$ cat config.mk
export PLATFORM = sky130hd
export DESIGN_NAME = stlc_top
export DESIGN_NICKNAME = d
export VERILOG_FILES = /design/src/logic/stlc_pkg.sv /design/src/logic/stlc_fifo.sv /design/src/logic/stlc_top.sv
export SDC_FILE = /design/constraint.sdc
export NUM_CORES = 1
export LEC_CHECK = 0
export BUFFER_PORTS_ARGS = -buffer_cell sky130_fd_sc_hd__buf_2
export CORE_MARGIN = 3
export CORE_UTILIZATION = 30
export DETAILED_ROUTE_END_ITERATION = 7
export PLACE_DENSITY = 0.53
export REMOVE_ABC_BUFFERS = 1
export SLEW_MARGIN = 30
export SYNTH_ARGS = -nofsm -noshare
export SYNTH_HDL_FRONTEND = slang
export SYNTH_HIERARCHICAL = 1
export SYNTH_SLANG_ARGS = --single-unit
$ cat constraint.sdc
create_clock -name i_ref_clk -period 3.2 [get_ports i_ref_clk]
set_input_delay 0.32 -clock i_ref_clk [delete_from_list [all_inputs] [get_ports i_ref_clk]]
set_output_delay 0.32 -clock i_ref_clk [all_outputs]
set_load 0.1 [all_outputs]
$ cat src/logic/stlc_pkg.sv
// Package for the serial transmit link layer control block.
// Assumes a single 25 MHz clock domain and an Avalon-MM register slave.
package stlc_pkg;
  // Register indices as printed; byte address is four times the index
  localparam logic [11:0] TX_LINK_LAYER_CONTROL_IDX = 12'h571;
  localparam logic [11:0] SYNC_INPUT_CONTROL_IDX    = 12'h572;
  localparam logic [11:0] LINK_STATUS_IDX           = 12'h578;
  localparam logic [13:0] TX_LINK_LAYER_CONTROL_ADDR = {TX_LINK_LAYER_CONTROL_IDX, 2'b00};
  localparam logic [13:0] SYNC_INPUT_CONTROL_ADDR    = {SYNC_INPUT_CONTROL_IDX, 2'b00};
  localparam logic [13:0] LINK_STATUS_ADDR           = {LINK_STATUS_IDX, 2'b00};
  // Field positions of the link layer control register
  localparam int CTL_STANDBY_SEL_BIT = 7;
  localparam int CTL_TAIL_PN_BIT     = 6;
  localparam int CTL_LONG_TPL_BIT    = 5;
  localparam int CTL_LANE_SYNC_BIT   = 4;
  localparam int CTL_ILAS_MODE_HI    = 3;
  localparam int CTL_ILAS_MODE_LO    = 2;
  localparam int CTL_FRAME_ALIGN_CHAR_INSERT_DIS_BIT    = 1;
  localparam int CTL_POWER_DOWN_BIT  = 0;
  // Field positions of the sync input control register
  localparam int SYN_CTL_HI     = 7;
  localparam int SYN_CTL_LO     = 6;
  localparam int SYN_INVERT_BIT = 5;
  localparam int SYN_TYPE_BIT   = 4;
  localparam logic [7:0] SYN_WRITE_MASK = 8'hf7;
  // Reset values
  localparam logic [7:0] CTL_RESET = 8'h14;
  localparam logic [7:0] SYN_RESET = 8'h00;
  // Field encodings
  localparam logic [1:0] ILAS_OFF    = 2'h0;
  localparam logic [1:0] ILAS_ON     = 2'h1;
  localparam logic [1:0] ILAS_REPEAT = 2'h3;
  localparam logic [1:0] SYN_NORMAL    = 2'h0;
  localparam logic [1:0] SYN_FORCE_CGS = 2'h2;
  localparam logic [1:0] SYN_FORCE_DAT = 2'h3;
  // Control characters (8-bit values with k flag)
  localparam logic [7:0] K28_5 = 8'hbc;
  localparam logic [7:0] K28_3 = 8'h7c;
  localparam logic [7:0] K28_7 = 8'hfc;
  localparam logic [7:0] K28_0 = 8'h1c;
  localparam logic [7:0] K28_4 = 8'h9c;
  // Frame and multiframe geometry
  localparam int FRAME_OCTETS      = 4;
  localparam int FRAMES_PER_MULTI  = 4;
  localparam int ILAS_MULTIFRAMES  = 4;
  localparam int FIFO_DEPTH        = 8;
  // Answer latency: waitrequest is high for exactly one cycle of each access
  localparam int BUS_WAIT_CYCLES = 1;
  // Link state one-hot codes
  typedef enum logic [4:0] {
    STLC_ST_OFF  = 5'h01,
    STLC_ST_SBY  = 5'h02,
    STLC_ST_CGS  = 5'h04,
    STLC_ST_ILAS = 5'h08,
    STLC_ST_DATA = 5'h10
  } stlc_state_t;
endpackage

$ cat src/logic/stlc_fifo.sv
// Sample FIFO with valid/ready on both sides.
// Assumes synchronous use on one clock; width and depth are parameters.
`timescale 1ns/1ps
module stlc_fifo #(
  parameter int WIDTH = 8,
  parameter int DEPTH = 8
) (
  // Clock and reset
  input  wire logic             i_ref_clk,
  input  wire logic             i_sys_rst,
  // Fill side
  input  wire logic [WIDTH-1:0] i_in_data,
  input  wire logic             i_in_valid,
  output logic                  o_in_ready,
  // Drain side
  output logic [WIDTH-1:0]      o_out_data,
  output logic                  o_out_valid,
  input  wire logic             i_out_ready
);
  localparam int AW = $clog2(DEPTH);
  logic [WIDTH-1:0] mem_reg [DEPTH];
  logic [AW-1:0]    wr_ptr_reg;
  logic [AW-1:0]    rd_ptr_reg;
  logic [AW:0]      count_reg;
  logic             push;
  logic             pop;

  // Handshake terms
  assign o_in_ready  = (count_reg != (AW+1)'(DEPTH));
  assign o_out_valid = (count_reg != '0);
  assign push        = i_in_valid && o_in_ready;
  assign pop         = o_out_valid && i_out_ready;
  assign o_out_data  = mem_reg[rd_ptr_reg];

  // Storage write
  always_ff @(posedge i_ref_clk) begin
    if (push) begin
      mem_reg[wr_ptr_reg] <= i_in_data;
    end
  end

  // Pointers and fill count
  always_ff @(posedge i_ref_clk or posedge i_sys_rst) begin
    if (i_sys_rst) begin
      wr_ptr_reg <= '0;
      rd_ptr_reg <= '0;
      count_reg  <= '0;
    end else begin
      if (push) begin
        wr_ptr_reg <= (wr_ptr_reg == AW'(DEPTH-1)) ? '0 : wr_ptr_reg + 1'b1;
      end
      if (pop) begin
        rd_ptr_reg <= (rd_ptr_reg == AW'(DEPTH-1)) ? '0 : rd_ptr_reg + 1'b1;
      end
      if (push && !pop) begin
        count_reg <= count_reg + 1'b1;
      end else if (pop && !push) begin
        count_reg <= count_reg - 1'b1;
      end
    end
  end
endmodule

$ cat src/logic/stlc_top.sv
// Serial transmit link layer control: registers, sync request handling and
// one octet selection broadcast to all lanes (samples, /K/ characters, alignment sequence).
// Assumes converter samples arrive as octets with valid/ready, one clock.
//
// Implementation choice: the Avalon-MM register port.
`timescale 1ns/1ps
module stlc_top #(
  parameter int LANES = 2
) (
  // Clock and reset
  input  wire logic                 i_ref_clk,
  input  wire logic                 i_sys_rst,
  // Avalon-MM register slave
  input  wire logic [13:0]          i_avs_address,
  input  wire logic                 i_avs_read,
  input  wire logic                 i_avs_write,
  input  wire logic [31:0]          i_avs_writedata,
  input  wire logic [3:0]           i_avs_byteenable,
  output logic [31:0]               o_avs_readdata,
  output logic                      o_avs_waitrequest,
  // Sync request, two receivers
  input  wire logic                 i_sync_request_diff,
  input  wire logic                 i_sync_request_cmos,
  input  wire logic                 i_standby,
  // Converter sample octets
  input  wire logic [7:0]           i_smp_data,
  input  wire logic                 i_smp_valid,
  output logic                      o_smp_ready,
  // Lane octets
  output logic [LANES*8-1:0]        o_lane_data,
  output logic [LANES-1:0]          o_lane_k,
  output logic                      o_lane_valid,
  output logic                      o_link_rst,
  output logic                      o_diff_rx_en
);
  logic [7:0]                ctl_reg;
  logic [7:0]                syn_reg;
  logic                      ack_reg;
  logic [31:0]               rdata_reg;
  stlc_pkg::stlc_state_t     state_reg;
  stlc_pkg::stlc_state_t     state_next;
  logic [1:0]                oct_reg;
  logic [1:0]                frm_reg;
  logic [1:0]                mf_reg;
  logic [7:0]                tpl_reg;
  logic [7:0]                sample_q;
  logic                      sample_v;
  logic                      fifo_pop;
  logic                      sync_raw;
  logic                      sync_req_n;
  logic                      want_cgs;
  logic                      power_down;
  logic [1:0]                ilas_mode;
  logic                      frame_end;
  logic                      multi_end;
  logic [7:0]                oct_data;
  logic                      oct_k;
  logic [7:0]                prev_oct_reg;
  logic                      bus_hit;

  // Field decode
  assign power_down = ctl_reg[stlc_pkg::CTL_POWER_DOWN_BIT];
  assign ilas_mode  = ctl_reg[stlc_pkg::CTL_ILAS_MODE_HI:stlc_pkg::CTL_ILAS_MODE_LO];
  assign o_link_rst = power_down;

  // Bus: one wait cycle, then answer
  assign bus_hit = (i_avs_read || i_avs_write) && !ack_reg;
  assign o_avs_waitrequest = (i_avs_read || i_avs_write) && !ack_reg;
  assign o_avs_readdata    = rdata_reg;

  // Acknowledge toggle and read data capture
  always_ff @(posedge i_ref_clk or posedge i_sys_rst) begin
    if (i_sys_rst) begin
      ack_reg   <= 1'b0;
      rdata_reg <= 32'h0000_0000;
    end else begin
      ack_reg <= bus_hit;
      if (bus_hit && i_avs_read) begin
        case (i_avs_address)
          stlc_pkg::TX_LINK_LAYER_CONTROL_ADDR: rdata_reg <= {24'h000000, ctl_reg};
          stlc_pkg::SYNC_INPUT_CONTROL_ADDR:    rdata_reg <= {24'h000000, syn_reg};
          stlc_pkg::LINK_STATUS_ADDR:           rdata_reg <= {26'h0000000, sync_req_n, state_reg};
          default:                              rdata_reg <= 32'h0000_0000;
        endcase
      end
    end
  end

  // Control register writes, taken on the cycle waitrequest falls
  always_ff @(posedge i_ref_clk or posedge i_sys_rst) begin
    if (i_sys_rst) begin
      ctl_reg <= stlc_pkg::CTL_RESET;
      syn_reg <= stlc_pkg::SYN_RESET;
    end else if (ack_reg && i_avs_write && i_avs_byteenable[0]) begin
      if (i_avs_address == stlc_pkg::TX_LINK_LAYER_CONTROL_ADDR) begin
        ctl_reg <= i_avs_writedata[7:0];
      end
      if (i_avs_address == stlc_pkg::SYNC_INPUT_CONTROL_ADDR) begin
        syn_reg <= i_avs_writedata[7:0] & stlc_pkg::SYN_WRITE_MASK;
      end
    end
  end

  // Sync request: pick receiver, apply polarity, then override
  assign o_diff_rx_en = !syn_reg[stlc_pkg::SYN_TYPE_BIT];
  assign sync_raw = syn_reg[stlc_pkg::SYN_TYPE_BIT] ? i_sync_request_cmos
                                                    : i_sync_request_diff;
  assign sync_req_n = sync_raw ^ syn_reg[stlc_pkg::SYN_INVERT_BIT];

  // Whether code group sync is demanded; active-low request assumed
  always_comb begin
    case (syn_reg[stlc_pkg::SYN_CTL_HI:stlc_pkg::SYN_CTL_LO])
      stlc_pkg::SYN_FORCE_CGS: want_cgs = 1'b1;
      stlc_pkg::SYN_FORCE_DAT: want_cgs = 1'b0;
      default:                 want_cgs = !sync_req_n;
    endcase
  end

  // Frame and multiframe position
  assign frame_end = (oct_reg == 2'(stlc_pkg::FRAME_OCTETS-1));
  assign multi_end = frame_end && (frm_reg == 2'(stlc_pkg::FRAMES_PER_MULTI-1));

  // Link state selection
  always_comb begin
    state_next = state_reg;
    case (state_reg)
      stlc_pkg::STLC_ST_OFF: begin
        state_next = stlc_pkg::STLC_ST_CGS;
      end
      stlc_pkg::STLC_ST_SBY: begin
        if (!i_standby) state_next = stlc_pkg::STLC_ST_CGS;
      end
      stlc_pkg::STLC_ST_CGS: begin
        if (!want_cgs && multi_end) begin
          state_next = (ilas_mode == stlc_pkg::ILAS_OFF) ? stlc_pkg::STLC_ST_DATA
                                                         : stlc_pkg::STLC_ST_ILAS;
        end
      end
      stlc_pkg::STLC_ST_ILAS: begin
        if (want_cgs) begin
          state_next = stlc_pkg::STLC_ST_CGS;
        end else if (multi_end && mf_reg == 2'(stlc_pkg::ILAS_MULTIFRAMES-1) &&
                     ilas_mode != stlc_pkg::ILAS_REPEAT) begin
          state_next = stlc_pkg::STLC_ST_DATA;
        end
      end
      stlc_pkg::STLC_ST_DATA: begin
        if (want_cgs) begin
          state_next = stlc_pkg::STLC_ST_CGS;
        end else if (multi_end && ilas_mode == stlc_pkg::ILAS_REPEAT) begin
          // Test mode entered from running data restarts at a multiframe edge
          state_next = stlc_pkg::STLC_ST_ILAS;
        end
      end
      default: state_next = stlc_pkg::STLC_ST_CGS;
    endcase
    if (i_standby && state_reg != stlc_pkg::STLC_ST_OFF) begin
      state_next = stlc_pkg::STLC_ST_SBY;
    end
  end

  // State register; power down holds the link in reset
  always_ff @(posedge i_ref_clk or posedge i_sys_rst) begin
    if (i_sys_rst) begin
      state_reg <= stlc_pkg::STLC_ST_OFF;
    end else if (power_down) begin
      state_reg <= stlc_pkg::STLC_ST_OFF;
    end else begin
      state_reg <= state_next;
    end
  end

  // Octet, frame and multiframe counters
  always_ff @(posedge i_ref_clk or posedge i_sys_rst) begin
    if (i_sys_rst) begin
      oct_reg <= 2'h0;
      frm_reg <= 2'h0;
      mf_reg  <= 2'h0;
    end else if (power_down || state_reg == stlc_pkg::STLC_ST_OFF) begin
      oct_reg <= 2'h0;
      frm_reg <= 2'h0;
      mf_reg  <= 2'h0;
    end else begin
      oct_reg <= oct_reg + 2'h1;
      if (frame_end) frm_reg <= frm_reg + 2'h1;
      if (state_reg != stlc_pkg::STLC_ST_ILAS) begin
        mf_reg <= 2'h0;
      end else if (multi_end) begin
        mf_reg <= mf_reg + 2'h1;
      end
    end
  end

  // Long transport test sequence counter
  always_ff @(posedge i_ref_clk or posedge i_sys_rst) begin
    if (i_sys_rst) begin
      tpl_reg <= 8'h00;
    end else if (state_reg != stlc_pkg::STLC_ST_DATA) begin
      tpl_reg <= 8'h00;
    end else begin
      tpl_reg <= tpl_reg + 8'h01;
    end
  end

  // Sample FIFO; drained only while user data flows
  assign fifo_pop = (state_reg == stlc_pkg::STLC_ST_DATA) && !ctl_reg[stlc_pkg::CTL_LONG_TPL_BIT];
  stlc_fifo #(
    .WIDTH (8),
    .DEPTH (stlc_pkg::FIFO_DEPTH)
  ) u_fifo (
    .i_ref_clk   (i_ref_clk),
    .i_sys_rst   (i_sys_rst),
    .i_in_data   (i_smp_data),
    .i_in_valid  (i_smp_valid),
    .o_in_ready  (o_smp_ready),
    .o_out_data  (sample_q),
    .o_out_valid (sample_v),
    .i_out_ready (fifo_pop)
  );

  // Octet content for the current position
  always_comb begin
    oct_data = 8'h00;
    oct_k    = 1'b0;
    case (state_reg)
      stlc_pkg::STLC_ST_SBY: begin
        if (ctl_reg[stlc_pkg::CTL_STANDBY_SEL_BIT]) begin
          oct_data = stlc_pkg::K28_5;
          oct_k    = 1'b1;
        end
      end
      stlc_pkg::STLC_ST_CGS: begin
        oct_data = stlc_pkg::K28_5;
        oct_k    = 1'b1;
      end
      stlc_pkg::STLC_ST_ILAS: begin
        if (oct_reg == 2'h0 && frm_reg == 2'h0) begin
          oct_data = stlc_pkg::K28_0;
          oct_k    = 1'b1;
        end else if (multi_end) begin
          oct_data = stlc_pkg::K28_3;
          oct_k    = 1'b1;
        end else if (mf_reg == 2'h1 && frm_reg == 2'h0 && oct_reg == 2'h1) begin
          oct_data = stlc_pkg::K28_4;
          oct_k    = 1'b1;
        end else begin
          oct_data = {6'h00, oct_reg};
        end
      end
      stlc_pkg::STLC_ST_DATA: begin
        if (ctl_reg[stlc_pkg::CTL_LONG_TPL_BIT]) begin
          oct_data = tpl_reg;
        end else begin
          oct_data = sample_v ? sample_q : 8'h00;
        end
        // Alignment character replaces a frame-end octet equal to the last one
        if (!ctl_reg[stlc_pkg::CTL_FRAME_ALIGN_CHAR_INSERT_DIS_BIT] && frame_end && oct_data == prev_oct_reg) begin
          oct_k    = 1'b1;
          oct_data = (multi_end || !ctl_reg[stlc_pkg::CTL_LANE_SYNC_BIT]) ?
                     stlc_pkg::K28_7 : stlc_pkg::K28_3;
          if (multi_end && ctl_reg[stlc_pkg::CTL_LANE_SYNC_BIT]) begin
            oct_data = stlc_pkg::K28_3;
          end
        end
      end
      default: begin
        oct_data = 8'h00;
        oct_k    = 1'b0;
      end
    endcase
  end

  // Previous octet for alignment comparison
  always_ff @(posedge i_ref_clk or posedge i_sys_rst) begin
    if (i_sys_rst) begin
      prev_oct_reg <= 8'h00;
    end else begin
      prev_oct_reg <= oct_data;
    end
  end

  // Lane outputs: same octet broadcast to all lanes
  genvar g;
  generate
    for (g = 0; g < LANES; g++) begin : g_lane
      always_ff @(posedge i_ref_clk or posedge i_sys_rst) begin
        if (i_sys_rst) begin
          o_lane_data[g*8 +: 8] <= 8'h00;
          o_lane_k[g]           <= 1'b0;
        end else if (power_down) begin
          o_lane_data[g*8 +: 8] <= 8'h00;
          o_lane_k[g]           <= 1'b0;
        end else begin
          o_lane_data[g*8 +: 8] <= oct_data;
          o_lane_k[g]           <= oct_k;
        end
      end
    end
  endgenerate

  // Lane valid flag
  always_ff @(posedge i_ref_clk or posedge i_sys_rst) begin
    if (i_sys_rst) begin
      o_lane_valid <= 1'b0;
    end else begin
      o_lane_valid <= !power_down && state_reg != stlc_pkg::STLC_ST_OFF;
    end
  end
endmodule

## Word-level counts from Yosys, hierarchy flattened

Memory sizes are Yosys's and may differ from the RTL's.
Index checks and enable logic that the tools add are counted.

- Add/sub/neg operators: 8
- Multiply operators: 0
- Divide/modulo/power cells: 0
- $lt $le $gt $ge: 0
- Eq/ne operators: 28
- Shift-type cells: 0
- Multiplexer cells: 45
- Bitwise gates (word level): 1
- Reductions and logical operators: 45

Operators by type and width:

| cell | number |
|---|---|
| 8-bit 2-to-1 mux | 12 |
| 5-bit 2-to-1 mux | 9 |
| 14-bit by 13-bit equality test with 1-bit output, second input constant | 3 |
| 8-bit case mux with 4 select lines | 1 |
| 8-bit case mux with 3 select lines | 1 |
| 1-bit logical AND | 22 |
| 5-bit case mux with 4 select lines | 1 |
| 5-bit inequality test, second input constant | 3 |
| 2-bit equality test, second input constant | 6 |
| 2-bit 2-to-1 mux | 6 |
| 4-bit inequality test, second input constant | 3 |
| 1-bit zero test | 10 |
| 1-bit 2-to-1 mux | 9 |
| 8-bit by 1-bit adder with 8-bit output, second input constant | 1 |
| 8-bit equality test | 1 |
| 4-bit 2-to-1 mux | 2 |
| 2-bit by 1-bit adder with 2-bit output, second input constant | 3 |
| 3-bit by 1-bit adder with 3-bit output, second input constant | 2 |
| 3-bit equality test, second input constant | 2 |
| 2-bit zero test | 3 |
| 3-bit 2-to-1 mux | 2 |
| 5-bit by 1-bit equality test with 1-bit output, second input constant | 1 |
| 5-bit by 2-bit equality test with 1-bit output, second input constant | 1 |
| 5-bit by 3-bit equality test with 1-bit output, second input constant | 1 |
| other kinds (17) | 22 |

- Register bits after elaboration: 95
- Latch bits: 0
- Bits in writable memories: 64
- Memory bits (read-only): 0
- Input bits: 66
- Output and inout port bits: 55
- Logic and storage cells: 144
- Memories: 1

Memory list:

| name | words | bits a word | rd ports | clocked after Yosys merged registers in | write ports | line | RTL |
|---|---|---|---|---|---|---|---|
| u_fifo.mem_reg | 8 | 8 | 1 | 0 | 1 | stlc_fifo.sv:21 | `logic [WIDTH-1:0] mem_reg [DEPTH];` |

## Depth between registers and ports, before layout

Gate-level depths: netlist of the first run.

- Word-level depth: 10
- Depth in mapped cells: 12
- Mapped depth without buffers: 10

## By module

The synthesis of the first run kept the hierarchy.

Modules (own cells, without submodules):

| module | times used | cells each | area each (um^2) | seq. area each (um^2) |
|---|---|---|---|---|
| stlc_top | 1 | 349 | 3430.8 | 1530.2 |
| stlc_fifo | 1 | 157 | 3155.5 | 2172.1 |

## Worst setup path before layout of the first run

Ideal clock, no wire load.

- Path kind: reg2reg
- From: register u_fifo.rd_ptr_reg[0]
- To: register o_lane_data[15]
- Setup time: 0.144 ns
- Arrival time: 2.854 ns
- Required time: 3.056 ns
- Slack: 0.202 ns
- Cell stages (with the launch flop): 12
- Buffers on the path: 3
- Period minus slack after synthesis: 2.998 ns
- Cells stage by stage: dfrtp_1 buf_6 buf_12 mux4_2 mux2_4 nand3b_1 a21oi_1 or4_4 nor4_4 buf_6 mux2i_1 a21oi_1

- Word-level cells in the longest chain between the ends: 9

Ends and longest elaborated chain:

| element | line | RTL |
|---|---|---|
| start: declaration | stlc_fifo.sv:23 | `logic [AW-1:0] rd_ptr_reg;` |
| start signal: assignment | stlc_fifo.sv:53 | `rd_ptr_reg <= (rd_ptr_reg == AW'(DEPTH-1)) ? '0 : rd_ptr_reg + 1'b1;` |
| memory 8 x 8 bit | - |  |
| via sample_q[4] | stlc_top.sv:46 | `logic [7:0] sample_q;` |
| 8-bit 2-to-1 mux | stlc_top.sv:254 | `oct_data = sample_v ? sample_q : 8'h00;` |
| 8-bit 2-to-1 mux | stlc_top.sv:251 | `if (ctl_reg[stlc_pkg::CTL_LONG_TPL_BIT]) begin` |
| 8-bit 2-to-1 mux | stlc_top.sv:225 | `case (state_reg)` |
| 8-bit equality test | stlc_top.sv:257 | `if (!ctl_reg[stlc_pkg::CTL_FRAME_ALIGN_CHAR_INSERT_DIS_BIT] && frame_end && oct_data == prev_oct_reg) begin` |
| 1-bit logical AND | stlc_top.sv:257 |  |
| 8-bit 2-to-1 mux | stlc_top.sv:257 |  |
| 8-bit case mux with 4 select lines | stlc_top.sv:225 |  |
| 8-bit 2-to-1 mux | stlc_top.sv:290 | `end else if (power_down) begin` |
| end signal: indexed assignment | stlc_top.sv:294 | `o_lane_data[g*8 +: 8] <= oct_data;` |
| end: declaration | stlc_top.sv:30 | `output logic [LANES*8-1:0] o_lane_data,` |

The timed path passes the listed nets, and every way through them passes these cells. The select of a mux whose other input is x is not followed.
A chain may end at the register's enable or synchronous reset.

## Worst setup path in the final report of the first run

Ends and elaborated chain as after synthesis.

==> results by group, run 1 <==
Yosys
  – Count of flip-flops with a built-in enable after synthesis: 64
  – Distinct cell type count of the synthesized netlist: 66
  – Portion of the post-synthesis area used by sequential elements: 56.2%
  – Count of mapped cells out of synthesis: 506
  – Syn. warnings: 6
  – Commonest register cell after synthesis: dfrtp_1
  – Mean Syn Cell Area: 13.0 um^2
  – Async set-reset flop share out of synthesis: 52.6%
  – Post-synthesis cell type with the largest combined area: edfxtp_1
  – Synth Cell Area: 6590 um^2
  – Synth top area cells: edfxtp_1 29%, dfrtp_1 26%, mux2_2 3.9%, buf_4 3.9%, mux4_1 3.2%
  – FF+latch count, synth: 135
  – Fraction of post-synthesis cell area in the top cell type by area: 29.2%

Placed design
  – Detailed placer's ending HPWL: 9760 um
  – Placed insts: 834
  – GPL Wtd Cong: 0.798
  – Number of input and output port buffers inserted: 69

Die
  – Row count: 53
  – Overall die height: 154 um
  – Number of top-level design ports: 121
  – Die boundary width: 154 um
  – Initial core utilization: 30.9%
  – Die area: 23,800 um^2
  – Floorplan Core Area: 21,300 um^2

Cells and area
  – Number of flip-flops under the largest register name: 64
  – Share of final-layout standard cells stronger than drive strength 1: 31.4%
  – ANT cells: 0
  – Area growth from synthesis to final layout: 18.9%
  – Number of nets in the layout: 674
  – Most frequent cells in the layout: 69 x buf_2, 67 x dfrtp_1, 64 x edfxtp_1
  – Most common library cell in the layout ignoring fill and taps: buf_2
  – Post-route non-filler standard cell count: 880

Drt
  – Violation count after the first detailed-route iteration: 232
  – Total length of routed wires: 14,000 um
  – Wirelength per Cell: 16.0 um
  – Residual DRC count: 0
  – Via count: 4,186
  – DR pass1 iterations: 5
  – Antenna Violating Nets Remaining: 0
  – Vias per cell: 4.76

Setup path
  – Critical path's largest stage delay: 0.54 ns
  – CP arrival: 3.37 ns
  – Endpoint class of the critical path: flip-flop
  – Worst Setup Start Kind: flip-flop
  – Data required time of the critical path: 3.47 ns
  – Setup Crit Path Kind: flip-flop to flip-flop
  – Max FO, Critical Path: 7
  – Standard cell with the maximum stage delay on the critical path: or4_4
  – Critical Path, Cell by Cell: buf_12, buf_12, mux4_2, mux2_4, nand3b_1, buf_4, and3_1, or4_4, nor4_4, buf_4, mux2i_2, a21oi_1

CTS
  – Insertion delay of the later-clocked pin in the worst-skew pair: 0.42 ns
  – Master cell of the clock root buffer: clkbuf_16
  – Clock tree sinks: 135
  – Largest buffer count on any clock path: 2
  – Clock transition at path regs: 0.06 ns
  – Cts bufs inserted: 17
  – Clock H-tree levels: 4
  – Clock tree from TritonCTS: done

Power and ir drop
  – Power density over the cells: 713 nW/um^2
  – Total internal power: 3.86 mW
  – Total net switching power: 1.73 mW
  – Leakage: 3.31 nW
  – Logic gate share of total power: 27.6%
  – Clock network fraction of total power: 33.3%
  – Power share of the sequential group: 39.1%
  – Net Sw Frac: 30.9%
  – Peak supply drop: 388 uV

Timing
  – Count of endpoints failing hold in the final timing report: 0
  – Peak Freq: 0.323 GHz
  – Number of max-slew violations in the final report: 0
  – Ratio of final minimum period to clock period: 96.8%
  – Worst slew margin relative to its limit: 40.4%
  – Final TNS setup: 0 ns
  – Period minus WS final: 3.10 ns
  – Unrepaired setup endpoints after global routing: true
  – Least-Margin Pin Slew: 0.888 ns
  – Final Setup Violations: 0
  – Clock skew: 0.00523 ns

Global routing
  – Total grt overflow: 0
  – First-pass GRT wire length: 22,700 um
  – Via count of the first global-routing pass: 4,310
  – GR Util All Layers: 12.1%
  – Maximum number of pins on one net before global-route repair: 48
  – Antenna violations before repair: 0

Status
  – Outcome: complete, no violations

Worst hold path
  – Type of the worst min-delay path: input pin to flip-flop

Flow run
  – Max-cap violation count: 0
[per-layer routing]
| metal | track usage (%) | part of all wire [%] | vias up |
|---|---|---|---|
| li1 | - | - | 1984 |
| met1 | 14.7 | 43 | 2064 |
| met2 | 20.7 | 50 | 121 |
| met3 | 2.97 | 5.0 | 17 |
| met4 | 4.84 | 1.6 | 0 |
| met5 | 0 | 0 | - |
[repair_timing]
action,4_1_cts,5_1_grt
buffers inserted,5,8
hold buffers,1,0
resized for setup,1,9
setup endpoints to repair,2,7
hold endpoints to repair,11,0
pin swaps,1,5
[path summary, 6_finish.rpt]
check / start / endpoint / slack (ns) / cells past startpoint
min: i_avs_writedata[3] / ctl_reg[3]$_DFFE_PP0P_ / 0.14 / 2
max reg2reg: u_fifo/rd_ptr_reg[0]$_DFFE_PP0P_ / o_lane_data[15]$_DFF_PP0_ / 0.10 / 12
min reg2reg: ack_reg$_DFF_PP0_ / ack_reg$_DFF_PP0_ / 0.46 / 1
min in group asynchronous: i_sys_rst / u_fifo/count_reg[2]$_DFFE_PP0P_ / 0.47 / 3
max in group asynchronous: i_sys_rst / ctl_reg[7]$_DFFE_PP0P_ / 2.11 / 4
max: u_fifo/rd_ptr_reg[0]$_DFFE_PP0P_ / o_lane_data[15]$_DFF_PP0_ / 0.10 / 12
[critical path, delay by kind of cell (launching register included)]
kind            cells  cell delay (ns)
compound gates      1             0.09
mux                 3             0.70
flops               1             0.40
buf+inv             4             0.61
simple gates        4             1.15
[logic make-up (layout without fill, tap and decap cells)]
family	count (synthesis)	after routing	synth area share (%)
muxes	53	53	12.6
other	1	24	0.0569
and+or+nand+nor	151	151	12.8
adders and majority gates	16	16	3.15
AOI/OAI and AO/OA	69	69	6.80
DFF	135	135	56.2
xor gates and xnor gates	15	15	1.99
buffers and inverters	66	142	6.34
[synthesized netlist by cell type (3+ instances only)]
cell / instances
xor2_1: 9
and2_1: 5
nor3b_1: 3
or3_1: 5
nand3_1: 14
inv_1: 13
nor2_1: 32
o21ai_0: 15
dfrtp_1: 68
clkbuf_1: 11
a21oi_1: 20
a222oi_1: 5
nand3b_1: 12
buf_6: 3
a21o_1: 4
nand2b_1: 8
a22oi_1: 3
buf_4: 34
dfstp_2: 3
nor3_1: 11
xnor2_1: 6
nand2_1: 32
edfxtp_1: 64
mux4_2: 8
ha_1: 15
and3_1: 9
mux4_1: 8
or4_1: 3
buf_2: 3
mux2i_1: 6
mux2_4: 8
o21ai_1: 3
mux2_2: 23
o211ai_1: 3
[final cells by class]
type	count	area, um^2
Multi-Input combinational cell	328	2570
Clock inverter	14	135
Clock buffer	18	429
Fill cell	2037	13500
Tap cell	275	344
Sequential cell	135	3700
Timing Repair Buffer	97	596
Inverter	13	51.3
[stage by stage]
step / hold slack, ns / cell area, um^2 / utilization (%) / setup slack, ns / total power, mW
floorplan: 0.160 / 6300 / - / -0.219 / 3.25
global placement: 0.343 / 7130 / 33.5 / 0.0416 / 3.56
detailed placement: 0.372 / 7130 / 33.5 / 0.00261 / 3.61
CTS: 0.128 / 7770 / 36.5 / 0.0338 / 5.55
global route: 0.139 / 7830 / 36.8 / -0.0146 / 5.89
finish: 0.144 / 7830 / 36.8 / 0.101 / 5.58
[power by group through the flow]
stage	clock network, mW	registers (mW)	logic (mW)
finish	1.86	2.18	1.54
global route	2.00	2.21	1.68
CTS	1.90	2.18	1.47
detailed placement	0	2.21	1.39
global placement	0	2.20	1.36
floorplan	0	2.31	0.936
Power figures use the tool's default switching activity.
==> inputs of run 2 (changes only) <==
--- a/config.mk
+++ b/config.mk
@@ -5,11 +5,12 @@
 export SDC_FILE = /design/constraint.sdc
 export NUM_CORES = 1
 export LEC_CHECK = 0
+export ABC_AREA = 0
 export BUFFER_PORTS_ARGS = -buffer_cell sky130_fd_sc_hd__buf_2
 export CORE_MARGIN = 3
-export CORE_UTILIZATION = 30
+export CORE_UTILIZATION = 27
 export DETAILED_ROUTE_END_ITERATION = 7
-export PLACE_DENSITY = 0.53
+export PLACE_DENSITY = 0.49
 export REMOVE_ABC_BUFFERS = 1
 export SLEW_MARGIN = 30
 export SYNTH_ARGS = -nofsm -noshare
==> run 2 against run 1 <==
Effect of this change: non-clock buffer count down 5; hold slack worse by 0.0061 ns; total power increased by 3.5%; sequential cell count stayed put; critical path depth fell by 1; wire length up 0.22%; sequential power is essentially flat; combinational power about the same; first-iteration DRC count grew 19%; core utilization is 3.4 points lower; global-route usage decreased by 1.2 points; via count fell by 0.14%; critical endpoint unchanged; largest power group unchanged.
==> results by group, run 2 (synthesis results as in run 1) <==
Power and ir drop
  – Total net switching power: 1.81 mW (+4.9%)
  – Net Sw Frac: 31.3% (+0.40 points)
  – Logic gate share of total power: 26.2% (-1.4 points)
  – Power share of the sequential group: 37.8% (-1.3 points)
  – Power density over the cells: 729 nW/um^2 (+2.2%)
  – Total internal power: 3.97 mW (+2.9%)
  – Peak supply drop: 347 uV (-10%)
  – Clock network fraction of total power: 36.0% (+2.7 points)
  – Tot Pwr: 5.78 mW (+3.5%)
  – Leakage: 3.33 nW (+0.63%)

Cells and area
  – Number of flip-flops under the largest register name: 64 (unchanged)
  – Layout Cell Area excl Fill: 7930 um^2 (+1.3%)
  – Number of nets in the layout: 669 (-0.74%)
  – Share of final-layout standard cells stronger than drive strength 1: 31.0% (-0.40 points)
  – Post-layout utilization of the core: 33.4% (-3.4 points)
  – Post-route non-filler standard cell count: 919 (+4.4%)
  – Area growth from synthesis to final layout: 20.4%
  – ANT cells: 0 (unchanged)
  – Most common library cell in the layout ignoring fill and taps: buf_2
  – Most frequent cells in the layout: 69 x buf_2, 66 x dfrtp_1, 64 x edfxtp_1

Placed design
  – GPL Wtd Cong: 0.738 (-7.5%)
  – Worst Setup Slack post-DPL: 0.0365 ns (+0.0339 ns)
  – Placed insts: 879 (+5.4%)
  – Placed instance area: 7180 um^2 (+0.70%)
  – Number of input and output port buffers inserted: 69 (unchanged)
  – Detailed placer's ending HPWL: 9820 um (+0.61%)

Flow run
  – Max-cap violation count: 0 (unchanged)

Timing
  – Count of endpoints failing hold in the final timing report: 0 (unchanged)
  – Final Setup Violations: 0 (unchanged)
  – Peak Freq: 0.325 GHz (+0.79%)
  – Period minus WS final: 3.07 ns (-0.0244 ns)
  – Final worst-path setup slack: 0.125 ns (+0.0244 ns)
  – Clock skew: 0.00756 ns (+0.00232 ns)
  – Ratio of final minimum period to clock period: 96.1% (-0.76 points)
  – Worst slew margin relative to its limit: 40.4% (-0.093 points)
  – Worst hold slack: 0.138 ns (-0.00609 ns)
  – Least-Margin Pin Slew: 0.890 ns (+0.00138 ns)
  – Final TNS setup: 0 ns (unchanged)
  – Unrepaired setup endpoints after global routing: false
  – Number of max-slew violations in the final report: 0 (unchanged)

Drt
  – Vias per cell: 4.55 (-4.4%)
  – Antenna Violating Nets Remaining: 0 (unchanged)
  – Total length of routed wires: 14,100 um (+0.22%)
  – Violation count after the first detailed-route iteration: 277 (+19%)
  – Wirelength per Cell: 15.3 um (-4.0%)
  – Via count: 4,180 (-0.14%)
  – DR pass1 iterations: 5 (unchanged)
  – Residual DRC count: 0 (unchanged)

CTS
  – Insertion delay of the later-clocked pin in the worst-skew pair: 0.42 ns (about the same)
  – Clock tree from TritonCTS: done
  – Clock H-tree levels: 4 (unchanged)
  – Largest buffer count on any clock path: 2 (unchanged)
  – Clock tree sinks: 135 (unchanged)
  – Clock transition at path regs: 0.06 ns (about the same)
  – Cts bufs inserted: 17 (unchanged)
  – Master cell of the clock root buffer: clkbuf_16

Setup path
  – Critical Path, Cell by Cell: buf_12, buf_12, mux4_2, mux2_4, nand3b_4, a21oi_1, or4_4, nor4_4, buf_6, mux2i_4, a21oi_2
  – Data required time of the critical path: 3.47 ns (about the same)
  – Top cell family by delay on the critical path: multiplexers
  – Max FO, Critical Path: 6 (-1)
  – Reg-to-Reg Start: u_fifo/rd_ptr_reg[0]$_DFFE_PP0P_
  – Endpoint class of the critical path: flip-flop
  – Dominant cell type by count on the critical path: buf_12
  – Critical register-to-register path endpoint: o_lane_data[15]$_DFF_PP0_
  – Reg-to-reg setup timing slack: 0.13 ns (+0.02 ns)
  – Critical path's largest stage delay: 0.55 ns (about the same)
  – Worst Setup Start Kind: flip-flop
  – Count of cells along the worst register-to-register path: 11 (-1)
  – Standard cell with the maximum stage delay on the critical path: or4_4
  – CP arrival: 3.34 ns (-0.03 ns)
  – Setup Crit Path Kind: flip-flop to flip-flop
  – Buffer and inverter count on the worst path: 3 (-1)

Die
  – Overall die height: 162 um (+5.2%)
  – Die area: 26,300 um^2 (+11%)
  – Floorplan Core Area: 23,800 um^2 (+12%)
  – Die boundary width: 162 um (+5.2%)
  – Number of top-level design ports: 121 (unchanged)
  – Initial core utilization: 27.7% (-3.2 points)
  – Row count: 56 (+5.7%)

Global routing
  – Antenna violations before repair: 0 (unchanged)
  – Maximum number of pins on one net before global-route repair: 41 (-15%)
  – First-pass GRT wire length: 22,400 um (-1.3%)
  – GR Util All Layers: 10.9% (-1.2 points)
  – Total grt overflow: 0 (unchanged)
  – Via count of the first global-routing pass: 4,154 (-3.6%)

Worst hold path
  – Type of the worst min-delay path: input pin to flip-flop
  – Number of stages on the worst hold path: 2 (unchanged)
  – Min-Delay Endpoint: ctl_reg[3]$_DFFE_PP0P_
  – Hold_sp: i_avs_writedata[3]

Status
  – Outcome: complete, no violations
[run 2: worst register-to-register path: cells and delay by family (launching register included)]
| kind | cells | cell delay [ns] |
|---|---|---|
| buffers and inverters | 3 | 0.44 |
| AO/OA/AOI/OAI | 2 | 0.14 |
| multiplexers | 3 | 1.03 |
| flip-flops | 1 | 0.42 |
| AND/OR/NAND/NOR | 3 | 0.90 |
[run 2: area by class of cell]
type                       count  area [um^2]
multi-input combinational    328         2570
tap                          319          399
clock buffer                  17          425
clock inverter                15          203
sequential                   135         3700
fill                        2372        15800
inverter                      13         48.8
timing repair buffer          92          579
[run 2: how the worst max path moves through the flow]
stage,start,to,cells after the start
after global routing,u_fifo/rd_ptr_reg[0]$_DFFE_PP0P_,o_lane_data[15]$_DFF_PP0_,11
after floorplan,u_fifo/rd_ptr_reg[0]$_DFFE_PP0P_,o_lane_data[15]$_DFF_PP0_,8
final,u_fifo/rd_ptr_reg[0]$_DFFE_PP0P_,o_lane_data[15]$_DFF_PP0_,11
after global placement,u_fifo/rd_ptr_reg[0]$_DFFE_PP0P_,o_lane_data[15]$_DFF_PP0_,10
after detailed placement,u_fifo/rd_ptr_reg[0]$_DFFE_PP0P_,o_lane_data[15]$_DFF_PP0_,10
after CTS,u_fifo/rd_ptr_reg[0]$_DFFE_PP0P_,o_lane_data[15]$_DFF_PP0_,10
[run 2: routing by layer]
metal	part of all wire, %	up-vias	GRT usage, %
met1	43	2058	13.4
met2	50	133	18.8
met5	0	-	0
met3	6.2	12	3.39
li1	-	1977	-
met4	0.92	0	2.79
[run 2: what timing repair did]
| action | CTS | global route |
|---|---|---|
| resized for setup | 0 | 12 |
| endpoints found under the hold margin | 30 | 0 |
| hold buffers | 1 | 0 |
| setup buffers | 0 | 6 |
| setup endpoints to repair | 0 | 5 |
[run 2: power groups by stage]
stage	registers [mW]	clock network [mW]	logic, mW
global route	2.21	2.21	1.65
CTS	2.18	2.13	1.41
finish	2.18	2.08	1.52
global placement	2.19	0	1.36
floorplan	2.31	0	0.936
detailed placement	2.21	0	1.41
==> inputs of run 3 (changes only) <==
--- a/config.mk
+++ b/config.mk
@@ -8,9 +8,9 @@
 export ABC_AREA = 0
 export BUFFER_PORTS_ARGS = -buffer_cell sky130_fd_sc_hd__buf_2
 export CORE_MARGIN = 3
-export CORE_UTILIZATION = 27
+export CORE_UTILIZATION = 50
 export DETAILED_ROUTE_END_ITERATION = 7
-export PLACE_DENSITY = 0.49
+export PLACE_DENSITY = 0.79
 export REMOVE_ABC_BUFFERS = 1
 export SLEW_MARGIN = 30
 export SYNTH_ARGS = -nofsm -noshare
==> run 3 against run 2 <==
Effect of this change: non-clock buffer count grew 8; global-route usage grew 8.1 points; clock power fell by 7%; combinational power is 3% higher; critical path depth is the same; sequential share of layout area rose by 1.1 points; cell area shrank 2.4%; largest cell class unchanged.
==> results by group, run 3 (synthesis results as in run 1) <==
Worst hold path
  – Type of the worst min-delay path: input pin to flip-flop

Timing
  – Number of max-slew violations in the final report: 0 (unchanged)
  – Final TNS setup: 0 ns (unchanged)
  – Final Setup Violations: 0 (unchanged)
  – Least-Margin Pin Slew: 0.823 ns (-0.0665 ns)
  – Clock skew: 0.00599 ns (-0.00157 ns)
  – Ratio of final minimum period to clock period: 98.2% (+2.1 points)
  – Worst slew margin relative to its limit: 45.0% (+4.6 points)
  – Unrepaired setup endpoints after global routing: true
  – Period minus WS final: 3.14 ns (+0.0678 ns)
  – Count of endpoints failing hold in the final timing report: 0 (unchanged)
  – Peak Freq: 0.318 GHz (-2.2%)

CTS
  – Clock H-tree levels: 4 (unchanged)
  – Largest buffer count on any clock path: 2 (unchanged)
  – Clock transition at path regs: 0.06 ns (about the same)
  – Master cell of the clock root buffer: clkbuf_16
  – Clock tree from TritonCTS: done
  – Clock tree sinks: 135 (unchanged)
  – Cts bufs inserted: 17 (unchanged)
  – Insertion delay of the later-clocked pin in the worst-skew pair: 0.42 ns (about the same)

Status
  – Outcome: complete, no violations

Die
  – Row count: 41 (-27%)
  – Overall die height: 121 um (-26%)
  – Die boundary width: 121 um (-26%)
  – Floorplan Core Area: 12,800 um^2 (-46%)
  – Initial core utilization: 51.6% (+24 points)
  – Number of top-level design ports: 121 (unchanged)
  – Die area: 14,600 um^2 (-45%)

Setup path
  – Critical register-to-register path endpoint: o_lane_data[15]$_DFF_PP0_
  – Data required time of the critical path: 3.47 ns (about the same)
  – Count of cells along the worst register-to-register path: 11 (unchanged)
  – Worst Setup Start Kind: flip-flop
  – CP arrival: 3.41 ns (+0.07 ns)
  – Setup Crit Path Kind: flip-flop to flip-flop
  – Launch point of the worst path: u_fifo/rd_ptr_reg[0]$_DFFE_PP0P_
  – Max FO, Critical Path: 7 (+1)
  – Capturing instance or port of the critical path: o_lane_data[15]$_DFF_PP0_
  – Reg-to-reg setup timing slack: 0.06 ns (-0.07 ns)
  – Reg-to-Reg Start: u_fifo/rd_ptr_reg[0]$_DFFE_PP0P_
  – Endpoint class of the critical path: flip-flop

Global routing
  – GR Util All Layers: 19.1% (+8.1 points)
  – Via count of the first global-routing pass: 4,335 (+4.4%)
  – Maximum number of pins on one net before global-route repair: 36 (-12%)
  – Total grt overflow: 0 (unchanged)
  – First-pass GRT wire length: 21,400 um (-4.3%)
  – Antenna violations before repair: 0 (unchanged)

Cells and area
  – Post-route non-filler standard cell count: 780 (-15%)
  – Number of filler cells placed in the layout: 938 (-60%)
  – Most frequent cells in the layout: 69 x buf_2, 67 x dfrtp_1, 64 x edfxtp_1
  – Share of final-layout standard cells stronger than drive strength 1: 30.1% (-0.90 points)
  – ANT cells: 0 (unchanged)
  – Most common library cell in the layout ignoring fill and taps: buf_2
  – Number of nets in the layout: 677 (+1.2%)
  – Number of flip-flops under the largest register name: 64 (unchanged)
  – Area growth from synthesis to final layout: 17.5%

Power and ir drop
  – Peak supply drop: 614 uV (+77%)
  – Leakage: 3.35 nW (+0.50%)
  – Tot Pwr: 5.68 mW (-1.7%)
  – Power density over the cells: 734 nW/um^2 (+0.69%)

Drt
  – Vias per cell: 5.58 (+23%)
  – DR pass1 iterations: 8 (+3)
  – Via count: 4,355 (+4.2%)
  – Wirelength per Cell: 17.5 um (+14%)
  – Violation count after the first detailed-route iteration: 380 (+37%)
  – Total length of routed wires: 13,600 um (-3.2%)
  – Antenna Violating Nets Remaining: 0 (unchanged)
  – Residual DRC count: 0 (unchanged)

Placed design
  – Number of input and output port buffers inserted: 69 (unchanged)
  – Detailed placer's ending HPWL: 9240 um (-5.9%)
  – GPL Wtd Cong: 0.898 (+22%)
  – Placed insts: 737 (-16%)

Flow run
  – Max-cap violation count: 0 (unchanged)
run 3: cell count changes in the layout (fill, tap and decap cells not counted), moves of 2 or more:
cell	previous run	this run
buf_4	17	26
clkinv_1	0	4
clkinv_2	0	3
inv_6	5	1
inv_8	4	0
mux4_1	4	6
mux4_2	12	10
nor3_1	9	11
nor3_2	2	0
run 3: critical path, stage by stage (launching register included):
cell       delay, ns
dfrtp_2         0.42
clkbuf_16       0.18
buf_4           0.11
mux4_2          0.48
mux2_4          0.27
nand3b_1        0.13
a21oi_1         0.09
or4_4           0.50
nor4_4          0.30
buf_4           0.19
mux2i_4         0.23
a21oi_1         0.08
run 3: power breakdown:
part	switching, mW	internal (mW)	leakage, nW	total [mW]
logic	0.864	0.697	1.55	1.56
clock network	0.731	1.21	0.279	1.94
registers	0.141	2.04	1.52	2.18
total	1.74	3.94	3.35	5.68
run 3: cell type report:
cell class / count / area (um^2) / share of cell area (%)
Multi-Input combinational cell: 328 / 2560 / 33.1
Clock buffer: 17 / 425 / 5.50
Tap cell: 172 / 215 / 2.78
Clock inverter: 15 / 160 / 2.07
Sequential cell: 135 / 3700 / 47.8
Timing Repair Buffer: 100 / 627 / 8.10
Inverter: 13 / 48.8 / 0.630
run 3: through the flow:
step,setup WS (ns),cell area [um^2],utilization [%],hold slack [ns]
5_1_grt,-0.0166,7740,60.6,0.136
3_3_place_gp,0.102,7040,55.1,0.326
6_report,0.0575,7740,60.6,0.144
3_5_place_dp,0.0813,7040,55.1,0.338
4_1_cts,0.0612,7630,59.8,0.129
2_1_floorplan,-0.219,6300,-,0.160
run 3: layer usage:
metal	vias up	routed length [um]	GRT usage, %
met5	-	0	0
met4	0	200	7.58
met3	16	914	5.29
met2	184	7000	32.2
met1	2165	5500	23.3
li1	1990	-	-
run 3: what timing repair did:
item / 4_1_cts / 5_1_grt
endpoints found under the hold margin: 10 / 0
hold buffers: 1 / 0
buffers inserted: 0 / 9
gates resized for setup: 0 / 7
endpoints found under the setup margin: 0 / 2
run 3: worst min-delay path by stage:
stage / start / end / slack, ns / cells past startpoint
detailed placement: i_sys_rst / u_fifo/count_reg[2]$_DFFE_PP0P_ / 0.34 / 2
CTS: i_avs_writedata[7] / ctl_reg[7]$_DFFE_PP0P_ / 0.13 / 2
global route: i_avs_writedata[7] / ctl_reg[7]$_DFFE_PP0P_ / 0.14 / 2
finish: i_avs_writedata[7] / ctl_reg[7]$_DFFE_PP0P_ / 0.14 / 2
floorplan: i_sys_rst / u_fifo/count_reg[0]$_DFFE_PP0P_ / 0.16 / 1
global placement: i_sys_rst / u_fifo/count_reg[0]$_DFFE_PP0P_ / 0.33 / 2
